$ cat src/core/prc_regs.svh
`ifndef PRC_REGS_SVH
`define PRC_REGS_SVH

// Register offsets on the serial register port
`define PRC_ADDR_RAIL_EN       8'h0D
`define PRC_ADDR_SLEEP_LOCK    8'h0E
`define PRC_ADDR_SWITCH_DISCH  8'h0F

// Field positions in the rail enable register
`define PRC_BIT_SEQ_HI         7
`define PRC_BIT_SEQ_LO         5
`define PRC_BIT_EN_BUCK1       4
`define PRC_BIT_EN_BUCK2       3
`define PRC_BIT_EN_BUCK3       2
`define PRC_BIT_EN_LINEAR_REGULATOR_ONE        1
`define PRC_BIT_EN_LINEAR_REGULATOR_TWO        0

// Field positions in the sleep and lockout register
`define PRC_BIT_TIMER_1S       7
`define PRC_BIT_TIMER_5S       6
`define PRC_BIT_MEM_VALID      5
`define PRC_BIT_DEEP_SLEEP     4
`define PRC_BIT_R3_OVERRIDE    3
`define PRC_BIT_HYST           2
`define PRC_BIT_THR_HI         1
`define PRC_BIT_THR_LO         0

// Field positions in the switching and discharge register
`define PRC_BIT_FFF_BUCK3      7
`define PRC_BIT_FFF_BUCK2      6
`define PRC_BIT_FFF_BUCK1      5
`define PRC_BIT_DIS_HI         4

// Reset values
`define PRC_RST_RAIL_EN        8'h1F
`define PRC_RST_SLEEP_LOCK     8'h00
`define PRC_RST_SWITCH_DISCH   8'h00

// Masks of the fields loaded by each load event in the sleep and lockout register
`define PRC_MASK_UNDERVOLTAGE_LOCKOUT_FIELDS   8'hF8
`define PRC_MASK_BG_FIELDS     8'h07

// Sequencing codes
`define PRC_SEQ_PRIMARY        3'h4
`define PRC_LDO_SEQ_PRIMARY    3'h7

// Timer periods in milliseconds and cycle counts at 125 MHz
`define PRC_CLK_MHZ            125
`define PRC_TIMER_1S_MS        1000
`define PRC_TIMER_5S_MS        5000
`define PRC_TIMER_1S_CYC       (`PRC_TIMER_1S_MS * 1000 * `PRC_CLK_MHZ)
`define PRC_TIMER_5S_CYC       (`PRC_TIMER_5S_MS * 1000 * `PRC_CLK_MHZ)

`endif

$ cat src/core/prc_pkg.sv
package prc_pkg;

   // Per-rail vector: buck1, buck2, buck3, linear_regulator_one, linear_regulator_two
   typedef struct packed {
      logic buck1;
      logic buck2;
      logic buck3;
      logic linear_regulator_one;
      logic linear_regulator_two;
   } prc_rails_t;

   // Register write request from the serial port
   typedef struct packed {
      logic       we;
      logic [7:0] addr;
      logic [7:0] data;
   } prc_wr_t;

   // Lockout configuration passed out to the comparator
   typedef struct packed {
      logic       hyst500;
      logic [1:0] threshold;
   } prc_lockout_t;

   // Coarse power state
   typedef enum logic [1:0] {
      PRC_OFF,
      PRC_ON,
      PRC_SLEEP
   } prc_state_t;

endpackage : prc_pkg

$ cat src/core/prc_rail_ctrl.sv
`timescale 1ns/1ps
`default_nettype none
`include "prc_regs.svh"

module prc_rail_ctrl
   import prc_pkg::*;
#(
   parameter logic [7:0]  RAIL_EN_DEFAULT  = `PRC_RST_RAIL_EN,
   parameter logic [7:0]  SLEEP_DEFAULT    = `PRC_RST_SLEEP_LOCK,
   parameter logic [7:0]  SWITCH_DEFAULT   = `PRC_RST_SWITCH_DISCH,
   parameter int unsigned TIMER_1S_CYCLES  = `PRC_TIMER_1S_CYC,
   parameter int unsigned TIMER_5S_CYCLES  = `PRC_TIMER_5S_CYC
) (
   input  wire logic        clk,
   input  wire logic        reset_n,
   input  wire logic        regWe,
   input  wire logic [7:0]  regAddr,
   input  wire logic [7:0]  regWdata,
   output logic      [7:0]  regRdata,
   input  wire logic        buckOneEnablePin,
   input  wire logic        buckTwoEnablePin,
   input  wire logic        buckThreeEnablePin,
   input  wire logic        regulatorEnablePin,
   input  wire logic [2:0]  regulatorSequenceSelect,
   input  wire logic        undervoltageLockout,
   input  wire logic        bandgapOk,
   input  wire logic        systemRailBelow,
   input  wire logic        ldoTwoStarted,
   output prc_rails_t       railEnable,
   output prc_rails_t       railDischarge,
   output logic      [2:0]  forcedFixedFrequency,
   output logic             externalRegulatorEnable,
   output logic             powerGoodForceLow,
   output prc_lockout_t     lockoutCfg,
   output logic             timerOneExpired,
   output logic             timerFiveExpired,
   output prc_state_t       powerState,
   output logic      [2:0]  converterSequenceSelect
);

   prc_wr_t    wr;
   logic [7:0] railEn_q;
   logic [7:0] railEn_d;
   logic [7:0] sleepLock_q;
   logic [7:0] sleepLock_d;
   logic [7:0] switchDis_q;
   logic [7:0] switchDis_d;
   prc_state_t state_q;
   prc_state_t state_d;
   prc_rails_t railOn;
   logic       primarySeq;
   logic       deepSleep;

   assign wr = '{we: regWe, addr: regAddr, data: regWdata};

   // Register next values: host writes, then hardware loads take priority
   always_comb begin
      railEn_d    = railEn_q;
      sleepLock_d = sleepLock_q;
      switchDis_d = switchDis_q;
      if (wr.we) begin
         case (wr.addr)
            `PRC_ADDR_RAIL_EN:      railEn_d    = wr.data;
            `PRC_ADDR_SLEEP_LOCK:   sleepLock_d = wr.data;
            `PRC_ADDR_SWITCH_DISCH: switchDis_d = wr.data;
            default:                ;
         endcase
      end
      // Low pin forces its enable bit back to default
      if (!buckOneEnablePin) begin
         railEn_d[`PRC_BIT_EN_BUCK1] = RAIL_EN_DEFAULT[`PRC_BIT_EN_BUCK1];
      end
      if (!buckTwoEnablePin) begin
         railEn_d[`PRC_BIT_EN_BUCK2] = RAIL_EN_DEFAULT[`PRC_BIT_EN_BUCK2];
      end
      if (!buckThreeEnablePin) begin
         railEn_d[`PRC_BIT_EN_BUCK3] = RAIL_EN_DEFAULT[`PRC_BIT_EN_BUCK3];
      end
      // Bandgap loss reloads threshold and hysteresis
      if (!bandgapOk) begin
         sleepLock_d = (sleepLock_d & ~`PRC_MASK_BG_FIELDS)
                     | (SLEEP_DEFAULT & `PRC_MASK_BG_FIELDS);
      end
      // Lockout reloads everything else, clearing memory-valid
      if (undervoltageLockout) begin
         railEn_d    = RAIL_EN_DEFAULT;
         switchDis_d = SWITCH_DEFAULT;
         sleepLock_d = (sleepLock_d & ~`PRC_MASK_UNDERVOLTAGE_LOCKOUT_FIELDS)
                     | (SLEEP_DEFAULT & `PRC_MASK_UNDERVOLTAGE_LOCKOUT_FIELDS);
         sleepLock_d[`PRC_BIT_MEM_VALID] = 1'b0;
      end
   end

   // Register storage
   always_ff @(posedge clk or negedge reset_n) begin
      if (!reset_n) begin
         railEn_q    <= `PRC_RST_RAIL_EN;
         sleepLock_q <= `PRC_RST_SLEEP_LOCK;
         switchDis_q <= `PRC_RST_SWITCH_DISCH;
      end else begin
         railEn_q    <= railEn_d;
         sleepLock_q <= sleepLock_d;
         switchDis_q <= switchDis_d;
      end
   end

   // Coarse power state: off below threshold, sleep on request
   always_comb begin
      state_d = state_q;
      case (state_q)
         PRC_OFF: begin
            if (!systemRailBelow && !undervoltageLockout) begin
               state_d = PRC_ON;
            end
         end
         PRC_ON: begin
            if (deepSleep) begin
               state_d = PRC_SLEEP;
            end
         end
         PRC_SLEEP: begin
            if (!deepSleep) begin
               state_d = PRC_ON;
            end
         end
         default: state_d = PRC_OFF;
      endcase
      if (systemRailBelow || undervoltageLockout) begin
         state_d = PRC_OFF;
      end
   end

   always_ff @(posedge clk or negedge reset_n) begin
      if (!reset_n) begin
         state_q <= PRC_OFF;
      end else begin
         state_q <= state_d;
      end
   end

   assign primarySeq = (railEn_q[`PRC_BIT_SEQ_HI:`PRC_BIT_SEQ_LO] == `PRC_SEQ_PRIMARY);
   assign deepSleep  = sleepLock_q[`PRC_BIT_DEEP_SLEEP] && primarySeq
                     && (regulatorSequenceSelect == `PRC_LDO_SEQ_PRIMARY);

   // Rail enables; rails dropped by sleep or the off state all drop in the same cycle, with no ordering
   always_comb begin
      railOn.buck1 = buckOneEnablePin && railEn_q[`PRC_BIT_EN_BUCK1];
      railOn.buck2 = buckTwoEnablePin && railEn_q[`PRC_BIT_EN_BUCK2];
      railOn.buck3 = buckThreeEnablePin && railEn_q[`PRC_BIT_EN_BUCK3];
      railOn.linear_regulator_one  = regulatorEnablePin && railEn_q[`PRC_BIT_EN_LINEAR_REGULATOR_ONE];
      railOn.linear_regulator_two  = regulatorEnablePin && railEn_q[`PRC_BIT_EN_LINEAR_REGULATOR_TWO];
      if (primarySeq && sleepLock_q[`PRC_BIT_R3_OVERRIDE]) begin
         railOn.buck3 = ldoTwoStarted && railEn_q[`PRC_BIT_EN_BUCK3];
      end
      if (state_q == PRC_SLEEP) begin
         railOn.buck1 = 1'b0;
         railOn.buck3 = 1'b0;
         railOn.linear_regulator_one  = 1'b0;
         railOn.linear_regulator_two  = 1'b0;
      end
      if (state_q == PRC_OFF) begin
         railOn = '0;
      end
   end

   // Output registers
   always_ff @(posedge clk or negedge reset_n) begin
      if (!reset_n) begin
         railEnable              <= '0;
         railDischarge           <= '0;
         forcedFixedFrequency    <= 3'h0;
         externalRegulatorEnable <= 1'b0;
         powerGoodForceLow       <= 1'b1;
         regRdata                <= 8'h00;
      end else begin
         railEnable              <= railOn;
         railDischarge           <= prc_rails_t'(switchDis_q[`PRC_BIT_DIS_HI:0] & ~railOn);
         forcedFixedFrequency    <= switchDis_q[`PRC_BIT_FFF_BUCK3:`PRC_BIT_FFF_BUCK1];
         externalRegulatorEnable <= (state_q != PRC_OFF);
         powerGoodForceLow       <= (state_q != PRC_ON);
         case (regAddr)
            `PRC_ADDR_RAIL_EN:      regRdata <= railEn_q;
            `PRC_ADDR_SLEEP_LOCK:   regRdata <= sleepLock_q;
            `PRC_ADDR_SWITCH_DISCH: regRdata <= switchDis_q;
            default:                regRdata <= 8'h00;
         endcase
      end
   end

   // Lockout comparator settings
   assign lockoutCfg = '{hyst500:   sleepLock_q[`PRC_BIT_HYST],
                         threshold: sleepLock_q[`PRC_BIT_THR_HI:`PRC_BIT_THR_LO]};
   assign powerState              = state_q;
   assign converterSequenceSelect = railEn_q[`PRC_BIT_SEQ_HI:`PRC_BIT_SEQ_LO];

   // State-machine timers
   prc_timer #(.PERIOD(TIMER_1S_CYCLES)) timerOne (
      .clk     (clk),
      .reset_n (reset_n),
      .enable  (sleepLock_q[`PRC_BIT_TIMER_1S]),
      .expired (timerOneExpired)
   );

   prc_timer #(.PERIOD(TIMER_5S_CYCLES)) timerFive (
      .clk     (clk),
      .reset_n (reset_n),
      .enable  (sleepLock_q[`PRC_BIT_TIMER_5S]),
      .expired (timerFiveExpired)
   );

endmodule : prc_rail_ctrl
`default_nettype wire

$ cat src/core/prc_timer.sv
`timescale 1ns/1ps
`default_nettype none
`include "prc_regs.svh"

// Enable-gated period timer; emits a one-cycle pulse per period
module prc_timer
   import prc_pkg::*;
#(
   parameter int unsigned PERIOD = 1000
) (
   input  wire logic clk,
   input  wire logic reset_n,
   input  wire logic enable,
   output logic      expired
);

   logic [39:0] cnt_q;
   logic [39:0] cnt_d;
   logic        expired_d;

   // Count while enabled, clear when disabled
   always_comb begin
      cnt_d     = 40'h0;
      expired_d = 1'b0;
      if (enable) begin
         if (cnt_q >= 40'(PERIOD - 1)) begin
            expired_d = 1'b1;
         end else begin
            cnt_d = cnt_q + 40'h1;
         end
      end
   end

   // Register the counter
   always_ff @(posedge clk or negedge reset_n) begin
      if (!reset_n) begin
         cnt_q   <= 40'h0;
         expired <= 1'b0;
      end else begin
         cnt_q   <= cnt_d;
         expired <= expired_d;
      end
   end

endmodule : prc_timer
`default_nettype wire

$ cat config.mk
export PLATFORM = sky130hd
export DESIGN_NAME = prc_rail_ctrl
export DESIGN_NICKNAME = d
export VERILOG_FILES = /design/src/core/prc_pkg.sv /design/src/core/prc_rail_ctrl.sv /design/src/core/prc_timer.sv
export VERILOG_INCLUDE_DIRS = /design/src /design/src/core
export SDC_FILE = /design/constraint.sdc
export NUM_CORES = 1
export LEC_CHECK = 0
export ABC_CLOCK_PERIOD_IN_PS = 2000
export BUFFER_PORTS_ARGS = -buffer_cell sky130_fd_sc_hd__buf_2
export CAP_MARGIN = 0
export CORE_UTILIZATION = 53
export CTS_BUF_LIST = sky130_fd_sc_hd__clkbuf_16
export DETAILED_ROUTE_END_ITERATION = 8
export PLACE_DENSITY = 0.76
export SYNTH_ARGS = -nofsm -noshare
export SYNTH_HDL_FRONTEND = slang
export SYNTH_SLANG_ARGS = --single-unit
export TNS_END_PERCENT = 30
$ cat constraint.sdc
create_clock -name clk -period 2 [get_ports clk]
set_clock_uncertainty 0.15 [all_clocks]
set_input_delay 0.2 -clock clk [delete_from_list [all_inputs] [get_ports clk]]
set_output_delay 0.2 -clock clk [all_outputs]
set_load 0.01 [all_outputs]
==> results_dict.tcl <==
set metrics [dict create \
    r2r_end "timerFive.cnt_q[16]$_DFF_PN0_" \
    syn-instance-count 535 \
    final_nets 711 \
    peakVddDrop_mv 0.694 \
    root_buffer "clkbuf_16" \
    period_share_pct 110 \
    violations "setup timing" \
    post-place-cells 770 \
    start_util_pct 54.2 \
    critPathMaxFanout 8 \
    coreArea_mm2 0.0108 \
    grt_max_degree 52 \
    async_flop_share_pct 100 \
    die_h_um 107 \
    synth_edf_count 0 \
    drive_above_1_share_pct 25.4 \
    yosys_warnings 0 \
    start_kind "flip-flop" \
    dp_hpwl_um 8540 \
    worstMarginPinSlew_ns 0.543 \
    postLayoutSetupSlackWorst_ns -0.199 \
    clock_latency_ns 0.42 \
    multi_input_comb_area_mm2 0.00258 \
    synthDistinctLibCells 44 \
    placementRows 38 \
    remaining_drc_errors 0 \
    status "finished with violations" \
    ff2ff_path_depth 7 \
    antenna_found_initial 0 \
    finalWirelength_um 14000 \
    place_area_mm2 0.00664 \
    reg2reg_from "timerFive.cnt_q[0]$_DFF_PN0_" \
    routed_via_density 5.56 \
    dr.pass1.iters 5 \
    fmax_mhz 455 \
    cts_inserted_buffers 17 \
    overflow 0 \
    grt_pass1_vias 4796 \
    portBuffers 62 \
    worstSetupPathType "reg2reg" \
    timing.hold.ws_ns 0.0323 \
    drt_iter0_markers 283 \
    boundaryPins 63 \
    yosysTopAreaCell "dfrtp_1" \
    tritoncts "built" \
    synth.avg_cell_area_um2 10.9 \
    cts_htree_levels 4 \
    final_cells 832 \
    synth_top_area_share_pct 53.4 \
    p_leak_nw 3.55 \
    post-route-util_pct 70.1 \
    dieArea_mm2 0.0115 \
    worst_setup_path_end_kind "flip-flop" \
    rsz0062_at_grt "yes" \
    die_w_um 107 \
    relSlewSlack_pct 63.8 \
    grtUsageTotal_pct 26.7 \
    register_area_mm2 0.00329 \
    area_delta_synth_final_pct 29.2 \
    rrSetupSlack_ns -0.20 \
    mostFrequentLayoutCell "dfrtp_1" \
    routedWlPerCell_um 16.8 \
    holdCritPathClass "in2reg" \
    vias 4625 \
    postRouteAntennaNets 0 \
    finalSetupViolations 31 \
    hold_viol_final 0 \
    n_antenna_cell 0 \
    routabilityCongestion 0.820 \
    maxCapViolations 0 \
    synthesis.area_mm2 0.00585 \
    post-route-cell-area_mm2 0.00756 \
    startpoint "timerFive.cnt_q[0]$_DFF_PN0_" \
    nFillCells 712 \
    slew_violations 0 \
    seq_area_frac_synth_pct 56.1 \
    clk_path_buf_depth 2 \
    cts_sinks 131 \
    ys.flop_type "dfrtp_1" \
    final_cell_mix "dfrtp_1, nor2_1, buf_2" \
    cp_data_required_time_ns 2.14 \
    grt_pass1_wl_um 23300 \
    cp-endpoint "timerFive.cnt_q[16]$_DFF_PN0_" \
    critPathArrivalTime_ns 2.34 \
    yosys-top-cells-area "dfrtp_1, nor2_1, xnor2_1" \
    powerDensity_mw_per_mm2 759 \
    clk_pin_slew_worst_paths_ns 0.06 \
    ys_ff_latch 131 \
    period_needed_ns 2.20 \
    total_power_mw 5.74 \
]
## per-layer routing
metal	share of wire, %	routed length, um	GRT usage (%)	vias to the layer above
met2	51	7160	44.0	144
met3	4.6	649	6.63	27
met4	2.4	337	12.4	0
met5	0	0	0	-
li1	-	-	-	2152
met1	42	5850	33.2	2302
## synth_stat cells (all sizes together), types with 2 or more instances
cell      n
mux2      8
a211o     5
nand2    36
a22oi     8
nand3    24
nand3b    3
nor4     19
and3     12
a211oi    3
dfrtp   125
and2      2
ha        2
nor4b    16
buf      12
nand4b    2
nor2b     9
xor2     25
nand4    20
nor2     71
clkbuf   16
a21oi     2
dfstp     6
inv       9
nor3     32
mux2i    23
xnor2    27
o21ai     2
and4      7
## per-stage QoR
step | setup WS, ns | setup TNS [ns]
global route | -0.260 | -7.43
finish | -0.199 | -5.41
global placement | -0.131 | -3.55
floorplan | -0.0363 | -0.637
detailed placement | -0.196 | -5.34
CTS | -0.180 | -5.16
## worst max-delay path, stage by stage (launching register included)
cell	delay [ns]
dfrtp_1	0.39
ha_4	0.15
and4_4	0.23
nand2_4	0.06
a2111o_1	0.41
a211oi_4	0.39
buf_6	0.21
nor3_1	0.07
## how the worst min path moves through the flow
stage,from,endpoint,cells past startpoint
after floorplan,reset_n,externalRegulatorEnable$_DFF_PN0_,0
after global placement,reset_n,timerFive.cnt_q[22]$_DFF_PN0_,1
after detailed placement,reset_n,timerFive.cnt_q[22]$_DFF_PN0_,1
after CTS,regulatorSequenceSelect[1],powerState[0]$_DFFE_PN0P_,4
after global routing,undervoltageLockout,sleepLock_q[4]$_DFFE_PN0P_,2
final,regulatorSequenceSelect[1],powerState[0]$_DFFE_PN0P_,4
## state kept, by name (all words and copies together), names as in the netlist
signal                   count
externalRegulatorEnable      1
forcedFixedFrequency         3
powerGoodForceLow            1
powerState                   2
railDischarge                5
railEn_q                     8
railEnable                   5
regRdata                     8
sleepLock_q                  8
switchDis_q                  8
timerFive.cnt_q             40
timerFive.expired            1
timerOne.cnt_q              40
timerOne.expired             1
## timing repair
| item | 4_1_cts | 5_1_grt |
|---|---|---|
| setup endpoints to repair | 33 | 59 |
| pin swaps | 5 | 3 |
| gates resized for setup | 10 | 11 |
| gates cloned | 2 | 0 |
| hold buffers | 23 | 0 |
| hold endpoints to repair | 70 | 0 |
| setup buffers | 4 | 1 |
## power breakdown
part	switching [mW]	total, mW	leakage, nW	internal (mW)
Sequential	0.0120	2.70	1.75	2.69
Combinational	0.119	0.195	1.53	0.0758
Clock	1.16	2.85	0.263	1.69
## kinds of logic after synthesis
family,Yosys count,synth area share [%]
multiplexers,31,5.47
XOR/XNOR,52,7.78
other,1,0.0641
buffers and inverters,37,2.93
AO/OA/AOI/OAI,25,3.31
flip-flops,131,56.1
AND/OR/NAND/NOR,256,23.9
adder cells (fa/ha/maj),2,0.427
## area by class of cell
type                            instances  area share [%]
Clock buffer                           17            5.62
Clock inverter                         15            1.59
Inverter                                9           0.447
Multi-Input combinational cell        389            34.2
Sequential cell                       131            43.4
Tap cell                              140            2.32
Timing Repair Buffer                  131            12.4
Note: power is estimated with default switching activity, not from simulation.
